### src/verilog/can_irq_timing_pkg.sv
/*
 * constants shared by the interrupt prioritiser and bit timing block:
 * register offsets, field positions, reset values and segment states.
 * assumes a 32-bit AHB-Lite register port and 32 message objects.
 */
package can_irq_timing_pkg;
   localparam int NUM_OBJECTS = 32;
   // register byte offsets
   localparam logic [11:0] OFS_CONTROL = 12'h000;
   localparam logic [11:0] OFS_STATUS = 12'h004;
   localparam logic [11:0] OFS_BIT_TIMING = 12'h00C;
   localparam logic [11:0] OFS_IRQ_ID = 12'h010;
   localparam logic [11:0] OFS_CMD_REQUEST = 12'h020;
   localparam logic [11:0] OFS_CMD_MASK = 12'h024;
   localparam logic [11:0] OFS_PENDING_LO = 12'h140;
   localparam logic [11:0] OFS_PENDING_HI = 12'h144;
   // reset values
   localparam logic [3:0] CONTROL_RESET = 4'h1;
   localparam logic [14:0] BIT_TIMING_RESET = 15'h2301;
   // control fields
   localparam int CTL_INIT = 0;
   localparam int CTL_IE = 1;
   localparam int CTL_SIE = 2;
   localparam int CTL_EIE = 3;
   // status fields
   localparam int STS_TRANSMIT_SUCCESS_FLAG = 3;
   localparam int STS_RECEIVE_SUCCESS_FLAG = 4;
   // command mask field
   localparam int CMSK_CLR_PEND = 3;
   // bit timing fields
   localparam int BT_BRP_LSB = 0;
   localparam int BT_SJW_LSB = 6;
   localparam int BT_PRE_SAMPLE_LENGTH_LSB = 8;
   localparam int BT_POST_SAMPLE_LENGTH_LSB = 12;
   // identifier values
   localparam logic [15:0] ID_NONE = 16'h0000;
   localparam logic [15:0] ID_STATUS = 16'h8000;
   // processing delay after the sample point, in quanta
   localparam int POST_SAMPLE_PROCESSING_DELAY = 0;
   localparam logic [1:0] HTRANS_NONSEQ = 2'h2;
   typedef enum logic [2:0] {
      SEG_SYNC = 3'b001,
      SEG_PH1 = 3'b010,
      SEG_PH2 = 3'b100
   } seg_state_t;
endpackage

### src/verilog/can_irq_timing.sv
/*
 * interrupt prioritiser and bit timing logic of a CAN controller, with an
 * AHB-Lite register slave. assumes the message handler pulses per-object
 * pending sets and status updates, and that can_rx is synchronous to clk.
 */
module can_irq_timing (
   // clock and reset
   input wire logic clk,
   input wire logic rstn,
   // ahb-lite slave
   input wire logic hsel,
   input wire logic [11:0] haddr,
   input wire logic [1:0] htrans,
   input wire logic hwrite,
   input wire logic [2:0] hsize,
   input wire logic hready,
   input wire logic [31:0] hwdata,
   output logic hreadyout,
   output logic hresp,
   output logic [31:0] hrdata,
   // message handler and status events
   input wire logic [can_irq_timing_pkg::NUM_OBJECTS-1:0] obj_irq_set,
   input wire logic status_update,
   input wire logic [2:0] status_lec,
   input wire logic status_transmit_success_flag,
   input wire logic status_receive_success_flag,
   // can bus side
   input wire logic can_rx,
   output logic sample_strobe,
   output logic sampled_bit,
   // processor interrupt
   output logic irq
);
   import can_irq_timing_pkg::*;

   logic [3:0] control_register;
   logic [4:0] bus_status_register;
   logic [14:0] bit_timing_register;
   logic [3:0] transfer_command_mask;
   logic [NUM_OBJECTS-1:0] object_irq_pending;
   logic status_pending;
   logic [15:0] irq_cause_code;
   logic [15:0] next_cause;
   logic wr_pend;
   logic [11:0] wr_addr;
   logic rd_take;
   logic wr_take;
   logic [NUM_OBJECTS-1:0] clr_vec;
   logic [31:0] rd_mux;

   // lowest-numbered pending object, coded as its object number
   function automatic logic [15:0] first_pending(input logic [NUM_OBJECTS-1:0] v);
      logic [15:0] r;
      r = ID_NONE;
      for (int i = NUM_OBJECTS - 1; i >= 0; i--) begin
         if (v[i]) begin
            r = 16'(i + 1);
         end
      end
      return r;
   endfunction

   // functional length from a minus-one field
   function automatic logic [4:0] plus_one(input logic [3:0] f);
      return {1'b0, f} + 5'h01;
   endfunction

   assign rd_take = hsel && hready && (htrans == HTRANS_NONSEQ) && !hwrite;
   assign wr_take = hsel && hready && (htrans == HTRANS_NONSEQ) && hwrite;

   // bus answers every transfer with zero wait states and OKAY
   always_ff @(posedge clk or negedge rstn) begin
      if (!rstn) begin
         hreadyout <= 1'b0;
         hresp <= 1'b0;
      end else begin
         hreadyout <= 1'b1;
         hresp <= 1'b0;
      end
   end

   // write address phase is held for the following data phase
   always_ff @(posedge clk or negedge rstn) begin
      if (!rstn) begin
         wr_pend <= 1'b0;
         wr_addr <= 12'h000;
      end else begin
         wr_pend <= wr_take;
         if (wr_take) begin
            wr_addr <= haddr;
         end
      end
   end

   // read data is latched at the address phase so it stands in the data phase
   always_comb begin
      rd_mux = 32'h0000_0000;
      unique case (haddr)
         OFS_CONTROL: rd_mux = {28'h0000000, control_register};
         OFS_STATUS: rd_mux = {27'h0000000, bus_status_register};
         OFS_BIT_TIMING: rd_mux = {17'h00000, bit_timing_register};
         OFS_IRQ_ID: rd_mux = {16'h0000, irq_cause_code};
         OFS_CMD_MASK: rd_mux = {28'h0000000, transfer_command_mask};
         OFS_PENDING_LO: rd_mux = {16'h0000, object_irq_pending[15:0]};
         OFS_PENDING_HI: rd_mux = {16'h0000, object_irq_pending[31:16]};
         default: rd_mux = 32'h0000_0000;
      endcase
   end

   always_ff @(posedge clk or negedge rstn) begin
      if (!rstn) begin
         hrdata <= 32'h0000_0000;
      end else if (rd_take) begin
         hrdata <= rd_mux;
      end
   end

   // software-written configuration
   always_ff @(posedge clk or negedge rstn) begin
      if (!rstn) begin
         control_register <= CONTROL_RESET;
         bit_timing_register <= BIT_TIMING_RESET;
         transfer_command_mask <= 4'h0;
      end else if (wr_pend) begin
         unique case (wr_addr)
            OFS_CONTROL: control_register <= hwdata[3:0];
            OFS_BIT_TIMING: bit_timing_register <= hwdata[14:0];
            OFS_CMD_MASK: transfer_command_mask <= hwdata[3:0];
            default: ;
         endcase
      end
   end

   // status flags: hardware update wins over a software write in the same cycle
   always_ff @(posedge clk or negedge rstn) begin
      if (!rstn) begin
         bus_status_register <= 5'h00;
      end else if (status_update) begin
         bus_status_register <= {status_receive_success_flag, status_transmit_success_flag, status_lec};
      end else if (wr_pend && wr_addr == OFS_STATUS) begin
         bus_status_register <= hwdata[4:0];
      end
   end

   // status interrupt source: only a read clears it, a new update wins
   always_ff @(posedge clk or negedge rstn) begin
      if (!rstn) begin
         status_pending <= 1'b0;
      end else if (status_update && control_register[CTL_SIE]) begin
         status_pending <= 1'b1;
      end else if (rd_take && haddr == OFS_STATUS) begin
         status_pending <= 1'b0;
      end
   end

   // a read transfer request names an object; its pending flag drops if asked
   always_comb begin
      clr_vec = '0;
      if (wr_pend && wr_addr == OFS_CMD_REQUEST && transfer_command_mask[CMSK_CLR_PEND]) begin
         for (int i = 0; i < NUM_OBJECTS; i++) begin
            if (hwdata[5:0] == 6'(i + 1)) begin
               clr_vec[i] = 1'b1;
            end
         end
      end
   end

   // sticky pending flags; a set in the clearing cycle is kept
   always_ff @(posedge clk or negedge rstn) begin
      if (!rstn) begin
         object_irq_pending <= '0;
      end else begin
         object_irq_pending <= (object_irq_pending & ~clr_vec) | obj_irq_set;
      end
   end

   // priority: status first, then lowest object number, whatever the enable
   always_comb begin
      next_cause = first_pending(object_irq_pending);
      if (status_pending) begin
         next_cause = ID_STATUS;
      end
   end

   always_ff @(posedge clk or negedge rstn) begin
      if (!rstn) begin
         irq_cause_code <= ID_NONE;
      end else begin
         irq_cause_code <= next_cause;
      end
   end

   // line follows the registered identifier, costing one cycle of latency
   always_ff @(posedge clk or negedge rstn) begin
      if (!rstn) begin
         irq <= 1'b0;
      end else begin
         irq <= control_register[CTL_IE] && (irq_cause_code != ID_NONE);
      end
   end

   // bit timing
   logic [5:0] psc_cnt;
   logic tq_tick;
   logic [4:0] pre_sample_length_len;
   logic [4:0] post_sample_length_len;
   logic [4:0] sjw_len;
   logic [5:0] brp_field;
   seg_state_t seg_state;
   logic [4:0] q_cnt;
   logic [4:0] seg_end;
   logic resync_done;
   logic rx_prev;
   logic rx_edge;
   logic [4:0] p_err;
   logic [4:0] remain;

   assign brp_field = bit_timing_register[BT_SJW_LSB-1:BT_BRP_LSB];
   assign sjw_len = plus_one({2'h0, bit_timing_register[BT_PRE_SAMPLE_LENGTH_LSB-1:BT_SJW_LSB]});
   assign pre_sample_length_len = plus_one(bit_timing_register[BT_POST_SAMPLE_LENGTH_LSB-1:BT_PRE_SAMPLE_LENGTH_LSB]);
   assign post_sample_length_len = plus_one({1'b0, bit_timing_register[14:BT_POST_SAMPLE_LENGTH_LSB]});
   assign rx_edge = rx_prev && !can_rx;
   assign p_err = (q_cnt < sjw_len) ? q_cnt : sjw_len;
   assign remain = seg_end - q_cnt + 5'h01;

   // prescaler: one tick every brp+1 clocks; halted while init is set
   always_ff @(posedge clk or negedge rstn) begin
      if (!rstn) begin
         psc_cnt <= 6'h00;
         tq_tick <= 1'b0;
      end else if (control_register[CTL_INIT]) begin
         psc_cnt <= 6'h00;
         tq_tick <= 1'b0;
      end else begin
         tq_tick <= (psc_cnt == brp_field);
         psc_cnt <= (psc_cnt == brp_field) ? 6'h00 : psc_cnt + 6'h01;
      end
   end

   // bus level seen at the previous quantum, for edge detection
   always_ff @(posedge clk or negedge rstn) begin
      if (!rstn) begin
         rx_prev <= 1'b1;
      end else if (tq_tick) begin
         rx_prev <= can_rx;
      end
   end

   // segment sequencer, stepped only on quantum ticks
   always_ff @(posedge clk or negedge rstn) begin
      if (!rstn) begin
         seg_state <= SEG_SYNC;
         q_cnt <= 5'h00;
         seg_end <= 5'h01;
         resync_done <= 1'b0;
      end else if (control_register[CTL_INIT]) begin
         seg_state <= SEG_SYNC;
         q_cnt <= 5'h00;
         resync_done <= 1'b0;
      end else if (tq_tick) begin
         unique case (seg_state)
            SEG_SYNC: begin
               seg_state <= SEG_PH1;
               q_cnt <= 5'h01;
               seg_end <= pre_sample_length_len;
               resync_done <= 1'b0;
            end
            SEG_PH1: begin
               if (q_cnt == seg_end && !(rx_edge && !resync_done)) begin
                  seg_state <= SEG_PH2;
                  q_cnt <= 5'h01;
                  seg_end <= post_sample_length_len;
               end else begin
                  // late edge: stretch the first phase by the phase error, capped
                  if (rx_edge && !resync_done) begin
                     seg_end <= seg_end + p_err;
                     resync_done <= 1'b1;
                  end
                  q_cnt <= q_cnt + 5'h01;
               end
            end
            SEG_PH2: begin
               if (rx_edge && !resync_done && remain <= sjw_len) begin
                  // early edge within reach: it becomes the next bit's sync
                  seg_state <= SEG_PH1;
                  q_cnt <= 5'h01;
                  seg_end <= pre_sample_length_len;
               end else if (rx_edge && !resync_done) begin
                  seg_end <= seg_end - sjw_len;
                  resync_done <= 1'b1;
                  q_cnt <= q_cnt + 5'h01;
               end else if (q_cnt >= seg_end) begin
                  seg_state <= SEG_SYNC;
               end else begin
                  q_cnt <= q_cnt + 5'h01;
               end
            end
         endcase
      end
   end

   // sampled bit handed to the protocol engine at the end of the first phase
   always_ff @(posedge clk or negedge rstn) begin
      if (!rstn) begin
         sample_strobe <= 1'b0;
         sampled_bit <= 1'b1;
      end else begin
         sample_strobe <= tq_tick && seg_state == SEG_PH1 && q_cnt == seg_end && !(rx_edge && !resync_done);
         if (tq_tick && seg_state == SEG_PH1 && q_cnt == seg_end && !(rx_edge && !resync_done)) begin
            sampled_bit <= can_rx;
         end
      end
   end

   // helper: clocks between quantum ticks, and quanta in an undisturbed bit
   logic [6:0] gap_cnt;
   logic [5:0] bit_q;
   always_ff @(posedge clk or negedge rstn) begin
      if (!rstn) begin
         gap_cnt <= 7'h00;
         bit_q <= 6'h00;
      end else if (control_register[CTL_INIT]) begin
         // sequencer restarts after init, so counts from before it must not be judged
         gap_cnt <= 7'h00;
         bit_q <= 6'h00;
      end else begin
         gap_cnt <= tq_tick ? 7'h01 : gap_cnt + 7'h01;
         if (tq_tick) begin
            // an early edge in the second phase starts a new bit just like a sync quantum
            bit_q <= (seg_state == SEG_SYNC || (seg_state == SEG_PH2 && rx_edge && !resync_done &&
               remain <= sjw_len)) ? 6'h01 : bit_q + 6'h01;
         end
      end
   end
endmodule

### config.mk
export PLATFORM = sky130hd
export DESIGN_NAME = can_irq_timing
export DESIGN_NICKNAME = d
export VERILOG_FILES = /design/src/verilog/can_irq_timing_pkg.sv /design/src/verilog/can_irq_timing.sv
export SDC_FILE = /design/constraint.sdc
export NUM_CORES = 1
export LEC_CHECK = 0
export BUFFER_PORTS_ARGS = -buffer_cell sky130_fd_sc_hd__buf_2
export CORE_ASPECT_RATIO = 1.75
export CORE_MARGIN = 3
export CORE_UTILIZATION = 55
export CTS_CLUSTER_DIAMETER = 80
export DETAILED_ROUTE_END_ITERATION = 8
export PLACE_DENSITY = 0.8
export REMOVE_ABC_BUFFERS = 1
export SYNTH_ARGS = -nofsm -noshare
export SYNTH_HDL_FRONTEND = slang
export SYNTH_SLANG_ARGS = --single-unit
### constraint.sdc
create_clock -name clk -period 6.98 [get_ports clk]
set_input_delay 0.698 -clock clk [delete_from_list [all_inputs] [get_ports clk]]
set_output_delay 0.698 -clock clk [all_outputs]
set_load 0.05 [all_outputs]
==> flow_summary.json, run 1 <==
{
  "hp-class": "primary input to async pin",
  "synthTopCellsByCount": "nand2_1 (118), dfrtp_1 (114), nor2_1 (39)",
  "multi_input_area_sq_um": 3540,
  "cts_tree": "done",
  "grt-ovfl-total": 0,
  "fillers": 1037,
  "grt_usage": 0.282,
  "post-cts-setup-buffers": 0,
  "grt_pass1_vias": 6277,
  "cp_common_cell": "inv_1",
  "ant_nets": 0,
  "max_freq_mhz": 273,
  "holdWs_ns": 0.272,
  "fin_tns_setup_ns": 0,
  "post_cts_resized": 0,
  "cts_max_path_buffers": 2,
  "ys.warnings.count": 0,
  "synth_top_area_share": 0.412,
  "vias": 6119,
  "powerDensity_nw_per_um2": 230,
  "dieWidth_um": 90.8,
  "slew_headroom": 0.170,
  "clk_latency_ns": 0.41,
  "first_pass_iters": 5,
  "status": "completed",
  "postSynthCellCount": 733,
  "final-max-slew-violation-count": 0,
  "grt_max_degree": 83,
  "synthesis.area_sq_um": 6930,
  "ir_worst_vdd_mv": 0.197,
  "path_clk_slew_ns": 0.06,
  "setup_viol": 0,
  "layout_min_cycle_time_ns": 3.66,
  "die_y_um": 154,
  "numPortBuffers": 92,
  "antenna_cells": 0,
  "synth_cell_types": 64,
  "ys_ff_latch": 123,
  "pin_count": 130,
  "crit_type": "flop to flop",
  "syn_area_per_cell_sq_um": 9.45,
  "yosysTopAreaCell": "dfrtp_1",
  "hold_buffers": 0,
  "htreeDepth": 4,
  "start_util": 0.571,
  "dp_hpwl_um": 14900,
  "yosys.cell_count.top_type": "nand2_1",
  "async_flop_share": 1.00,
  "cts_buffers": 17,
  "grt_pass1_wl_um": 31300,
  "synth-seq-area-share": 0.446,
  "grt_setup_unrepaired": "false",
  "seqCellArea_sq_um": 3090,
  "drive_gt1_frac": 0.194,
  "viasPerCell": 6.11,
  "routed_wl_um": 19300,
  "antenna_found_initial": 0,
  "place.gp.congestion": 0.999,
  "crit_path_start_kind": "flop",
  "yosys-top-cells-area": "dfrtp_1 (41%), nand2_1 (6.4%), ha_1 (4.7%), mux2_2 (3.7%), a21o_1 (3.7%)",
  "area_growth_pct": 15.7,
  "crit_chain": "inv_1 > ha_1 > inv_1 > ha_1 > inv_1 > fa_1 > inv_1 > ha_1 > a211oi_1 > o211ai_1 > nor2_1 > o21ai_0 > a32o_1",
  "finalNetCount": 947,
  "rows": 53,
  "synth_edf_count": 0,
  "drc": 0,
  "worstPathArrival_ns": 3.96,
  "drt_iter0_markers": 470,
  "numClockSinks": 123,
  "die_area_sq_um": 14000,
  "worstMarginPinSlew_ns": 1.23,
  "fin_crit_sh": 0.524,
  "cp_slowest_cell": "fa_1",
  "drv_cap": 0,
  "hold_violations": 0,
  "skew_ns": 0.00911,
  "p_leak_nw": 3.51,
  "endpoint_kind": "flop",
  "cpPeakStageDelay_ns": 0.50,
  "crit_fanout": 6,
  "synth_ff_type": "dfrtp_1",
  "fp.coreArea_sq_um": 12100,
  "cts_root_buf": "clkbuf_16",
  "critPathRequiredTime_ns": 7.28,
  "wire_per_inst_um": 19.2
}
==> critical path, delay by kind of cell, from the launching register on <==
kind                       cells  cell delay [ns]
DFF                            1             0.40
and+or+nand+nor                1             0.42
AOI/OAI and AO/OA              4             1.20
buffers and inverters          4             0.38
adders and majority gates      4             1.14
==> final timing paths <==
check	to	cells past startpoint	from	slack, ns
min in group clk	object_irq_pending[25]$_DFF_PN0_	2	obj_irq_set[25]	0.46
max in group asynchronous	bus_status_register[3]$_DFFE_PN0P_	2	rstn	5.28
worst min register to register	wr_addr[10]$_DFFE_PN0P_	2	wr_addr[10]$_DFFE_PN0P_	0.47
worst min-delay path	object_irq_pending[12]$_DFF_PN0_	1	rstn	0.27
worst max-delay path	q_cnt[3]$_DFFE_PN0P_	13	seg_end[1]$_DFFE_PN0P_	3.32
worst max register to register	q_cnt[3]$_DFFE_PN0P_	13	seg_end[1]$_DFFE_PN0P_	3.32
==> registers in the layout (all words and copies together), names as in the netlist, 5 cells and up <==
signal	flops
irq_cause_code	7
object_irq_pending	32
seg_end	5
hrdata	16
psc_cnt	6
wr_addr	12
bus_status_register	5
q_cnt	5
bit_timing_register	15
==> stage by stage <==
stage | total power, W | area, sq um | instances | setup slack (ns) | utilization
CTS | 0.00185 | 8020 | 1002 | 3.33 | 0.661
detailed placement | 0.00102 | 7460 | 970 | 3.35 | 0.615
floorplan | 0.000931 | 6770 | 709 | 3.90 | -
finish | 0.00185 | 8020 | 1002 | 3.32 | 0.661
global route | 0.00192 | 8020 | 1002 | 3.11 | 0.661
global placement | 0.00101 | 7460 | 970 | 3.38 | 0.615
==> cell families (layout without fill, tap and decap cells) <==
group                    Yosys count  after routing  synth area share
AND/OR/NAND/NOR                  273            273             0.189
flip-flops                       123            123             0.446
buffers and inverters             78            165            0.0529
other                              2             19           0.00108
adder cells (fa/ha/maj)           30             30            0.0585
XOR/XNOR                          22             22            0.0278
AO/OA/AOI/OAI                    175            175             0.177
multiplexers                      30             30            0.0475
==> cells in the final DEF (no fill, tap or decap), types with 6 or more instances in the layout <==
| cell type | n |
|---|---|
| dfrtp_1 | 114 |
| and3_1 | 8 |
| nor2b_1 | 11 |
| clkinv_2 | 6 |
| a211oi_1 | 6 |
| xor2_1 | 12 |
| a31oi_1 | 7 |
| xnor2_1 | 10 |
| inv_1 | 37 |
| conb_1 | 19 |
| a22oi_1 | 8 |
| nand2b_1 | 6 |
| ha_1 | 26 |
| nand4_1 | 7 |
| nor3_1 | 22 |
| buf_2 | 91 |
| mux2i_1 | 7 |
| nand2_1 | 118 |
| nand3_1 | 15 |
| a21o_1 | 34 |
| nor2_1 | 39 |
| mux2_2 | 23 |
| clkbuf_16 | 17 |
| a222oi_1 | 12 |
| nor4_1 | 16 |
| o21ai_1 | 10 |
| o21ai_0 | 35 |
| dfstp_2 | 9 |
| a21oi_1 | 18 |
==> report_power, final <==
group	total [W]	leakage [nW]	internal (W)	switching, W
clock network	0.000837	0.274	0.000530	0.000307
logic	0.000215	1.81	0.0000791	0.000136
registers	0.000793	1.43	0.000755	0.0000380
==> layout make-up <==
| class | instances | area share |
|---|---|---|
| Multi-Input combinational cell | 549 | 0.441 |
| Sequential cell | 123 | 0.385 |
| Timing Repair Buffer | 96 | 0.0615 |
| Clock buffer | 23 | 0.0571 |
| Tap cell | 165 | 0.0257 |
| Inverter | 37 | 0.0173 |
| Clock inverter | 9 | 0.0122 |
==> routing by layer <==
layer / track usage / up-vias / wire, um
met1: 0.295 / 2987 / 6700
met4: 0.157 / 0 / 969
li1: - / 2798 / -
met5: 0 / - / 0
met2: 0.532 / 264 / 10700
met3: 0.0433 / 70 / 849
No activity file was read; power rests on OpenSTA's default activity.
==> inputs of run 2 (changes only) <==
- clock period: 6.98 -> 3.37 ns (I/O delays scaled with it)
==> flow_summary.json, run 2 (synthesis results as in run 1) <==
{
  "status": "completed",
  "grt_setup_unrepaired": "false",
  "powerDensity_nw_per_um2": 463,
  "numPortBuffers": 92,
  "dp_hpwl_um": 15100,
  "worstMarginPinSlew_ns": 1.19,
  "post-cts-setup-buffers": 0,
  "dieWidth_um": 90.8,
  "clock_power_share": 0.441,
  "crit_cells": 13,
  "vias": 6171,
  "largest_reg_flops": 32,
  "worstPathArrival_ns": 3.45,
  "die_y_um": 154,
  "p_sw_w": 0.000996,
  "routed_wl_um": 19600,
  "die_area_sq_um": 14000,
  "ir_worst_vdd_mv": 0.366,
  "hp-class": "primary input to async pin",
  "slew_headroom": 0.201,
  "layout_min_cycle_time_ns": 3.16,
  "cts_tree": "done",
  "crit_path_start_kind": "flop",
  "crit_chain": "inv_1 > ha_1 > inv_1 > ha_1 > inv_1 > fa_1 > inv_1 > ha_1 > o21ai_1 > o211a_1 > nand2_1 > a311o_1 > a32o_1",
  "swShare": 0.265,
  "final-max-slew-violation-count": 0,
  "viasPerCell": 6.07,
  "grt_pass1_wl_um": 31300,
  "wire_per_inst_um": 19.2,
  "crit_start": "seg_end[1]$_DFFE_PN0P_",
  "power.share.sequential": 0.438,
  "cts_root_buf": "clkbuf_16",
  "regMostFlops": "object_irq_pending",
  "grt-ovfl-total": 0,
  "r2r_end": "q_cnt[4]$_DFFE_PN0P_",
  "hold_violations": 0,
  "crit_fanout": 5,
  "cts_max_path_buffers": 2,
  "cp_common_cell": "inv_1",
  "r2r_cells": 13,
  "hold_buffers": 0,
  "drt_iter0_markers": 439,
  "place.gp.congestion": 0.959,
  "crit_type": "flop to flop",
  "path_buf_inv": 4,
  "intPower_w": 0.00276,
  "finalNetCount": 961,
  "p_leak_nw": 3.58,
  "max_freq_mhz": 316,
  "antenna_cells": 0,
  "endpoint_kind": "flop",
  "first_pass_iters": 6,
  "reg2reg_slack_ns": 0.21,
  "cp_slowest_cell": "fa_1",
  "fin_crit_sh": 0.938,
  "grt_pass1_vias": 6325,
  "skew_ns": 0.00960,
  "area_growth_pct": 17.2,
  "antenna_found_initial": 0,
  "finalPower_w": 0.00376,
  "cts_buffers": 17,
  "cp-endpoint": "q_cnt[4]$_DFFE_PN0P_",
  "top_regs": "object_irq_pending x32, hrdata x16, bit_timing_register x15",
  "cpPeakStageDelay_ns": 0.50,
  "critPathRequiredTime_ns": 3.66,
  "ant_nets": 0,
  "fin_tns_setup_ns": 0,
  "grt_max_degree": 79,
  "drc": 0,
  "fp.coreArea_sq_um": 12100,
  "rows": 53,
  "numClockSinks": 123,
  "drv_cap": 0,
  "final_cell_mix": "nand2_1 (118), dfrtp_1 (114), buf_2 (91)",
  "layout_commonest_cell": "nand2_1",
  "regToRegStartpoint": "seg_end[1]$_DFFE_PN0P_",
  "pin_count": 130,
  "path_clk_slew_ns": 0.06,
  "grt_usage": 0.286,
  "drive_gt1_frac": 0.208,
  "start_util": 0.571,
  "clk_latency_ns": 0.41,
  "htreeDepth": 4,
  "path_delay_family": "adder cells",
  "setup_viol": 0,
  "combPwrFrac": 0.122
}
run 2: timing repair:
action / in CTS / in global routing
gates resized for setup: 0 / 3
endpoints found under the setup margin: 0 / 8
hold endpoints to repair: 0 / 0
run 2: per-layer routing:
layer | GRT usage | routed length, um
met5 | 0 | 0
met4 | 0.212 | 1260
met3 | 0.0438 | 924
met2 | 0.521 | 10800
met1 | 0.290 | 6610
run 2: worst min path at each step:
| stage | end | cells after the start | from | slack (ns) |
|---|---|---|---|---|
| 2_1_floorplan | bit_timing_register[10]$_DFFE_PN0P_ | 0 | rstn | 0.04 |
| 3_3_place_gp | wr_addr[11]$_DFFE_PN0P_ | 2 | wr_addr[11]$_DFFE_PN0P_ | 0.45 |
| 3_5_place_dp | wr_addr[11]$_DFFE_PN0P_ | 2 | wr_addr[11]$_DFFE_PN0P_ | 0.46 |
| 4_1_cts | object_irq_pending[14]$_DFF_PN0_ | 2 | obj_irq_set[14] | 0.09 |
| 5_1_grt | object_irq_pending[14]$_DFF_PN0_ | 2 | obj_irq_set[14] | 0.1 |
| 6_report | object_irq_pending[11]$_DFF_PN0_ | 1 | rstn | 0.1 |
run 2: through the flow:
stage	hold slack, ns	util	setup slack [ns]	cell area [sq um]	cells
after global placement	0.449	0.625	0.171	7580	984
final	0.0982	0.669	0.208	8120	1016
after floorplan	0.0414	-	0.289	6770	709
after detailed placement	0.459	0.625	0.104	7580	984
after global routing	0.0965	0.669	0.00564	8120	1016
after CTS	0.0887	0.669	0.0845	8120	1016
run 2: layout make-up:
cell class                 instances  area (sq um)
sequential                       123          3090
tap                              165           206
timing repair buffer             110           611
inverter                          37           139
multi-input combinational        549          3540
clock buffer                      23           458
clock inverter                     9          75.1
fill                            1004          4020
run 2: power by group through the flow:
stage	clock network, W	registers (W)	logic (W)
final	0.00166	0.00164	0.000457
after global routing	0.00173	0.00165	0.000513
after CTS	0.00167	0.00164	0.000455
after detailed placement	0	0.00167	0.000450
after global placement	0	0.00166	0.000436
after floorplan	0	0.00165	0.000276
run 2: worst register-to-register path: cells and delay by family (launching register included):
| kind | cells | cell delay [ns] |
|---|---|---|
| and+or+nand+nor | 1 | 0.14 |
| AOI/OAI and AO/OA | 4 | 1.03 |
| buffers and inverters | 4 | 0.26 |
| adders and majority gates | 4 | 1.24 |
| DFF | 1 | 0.38 |
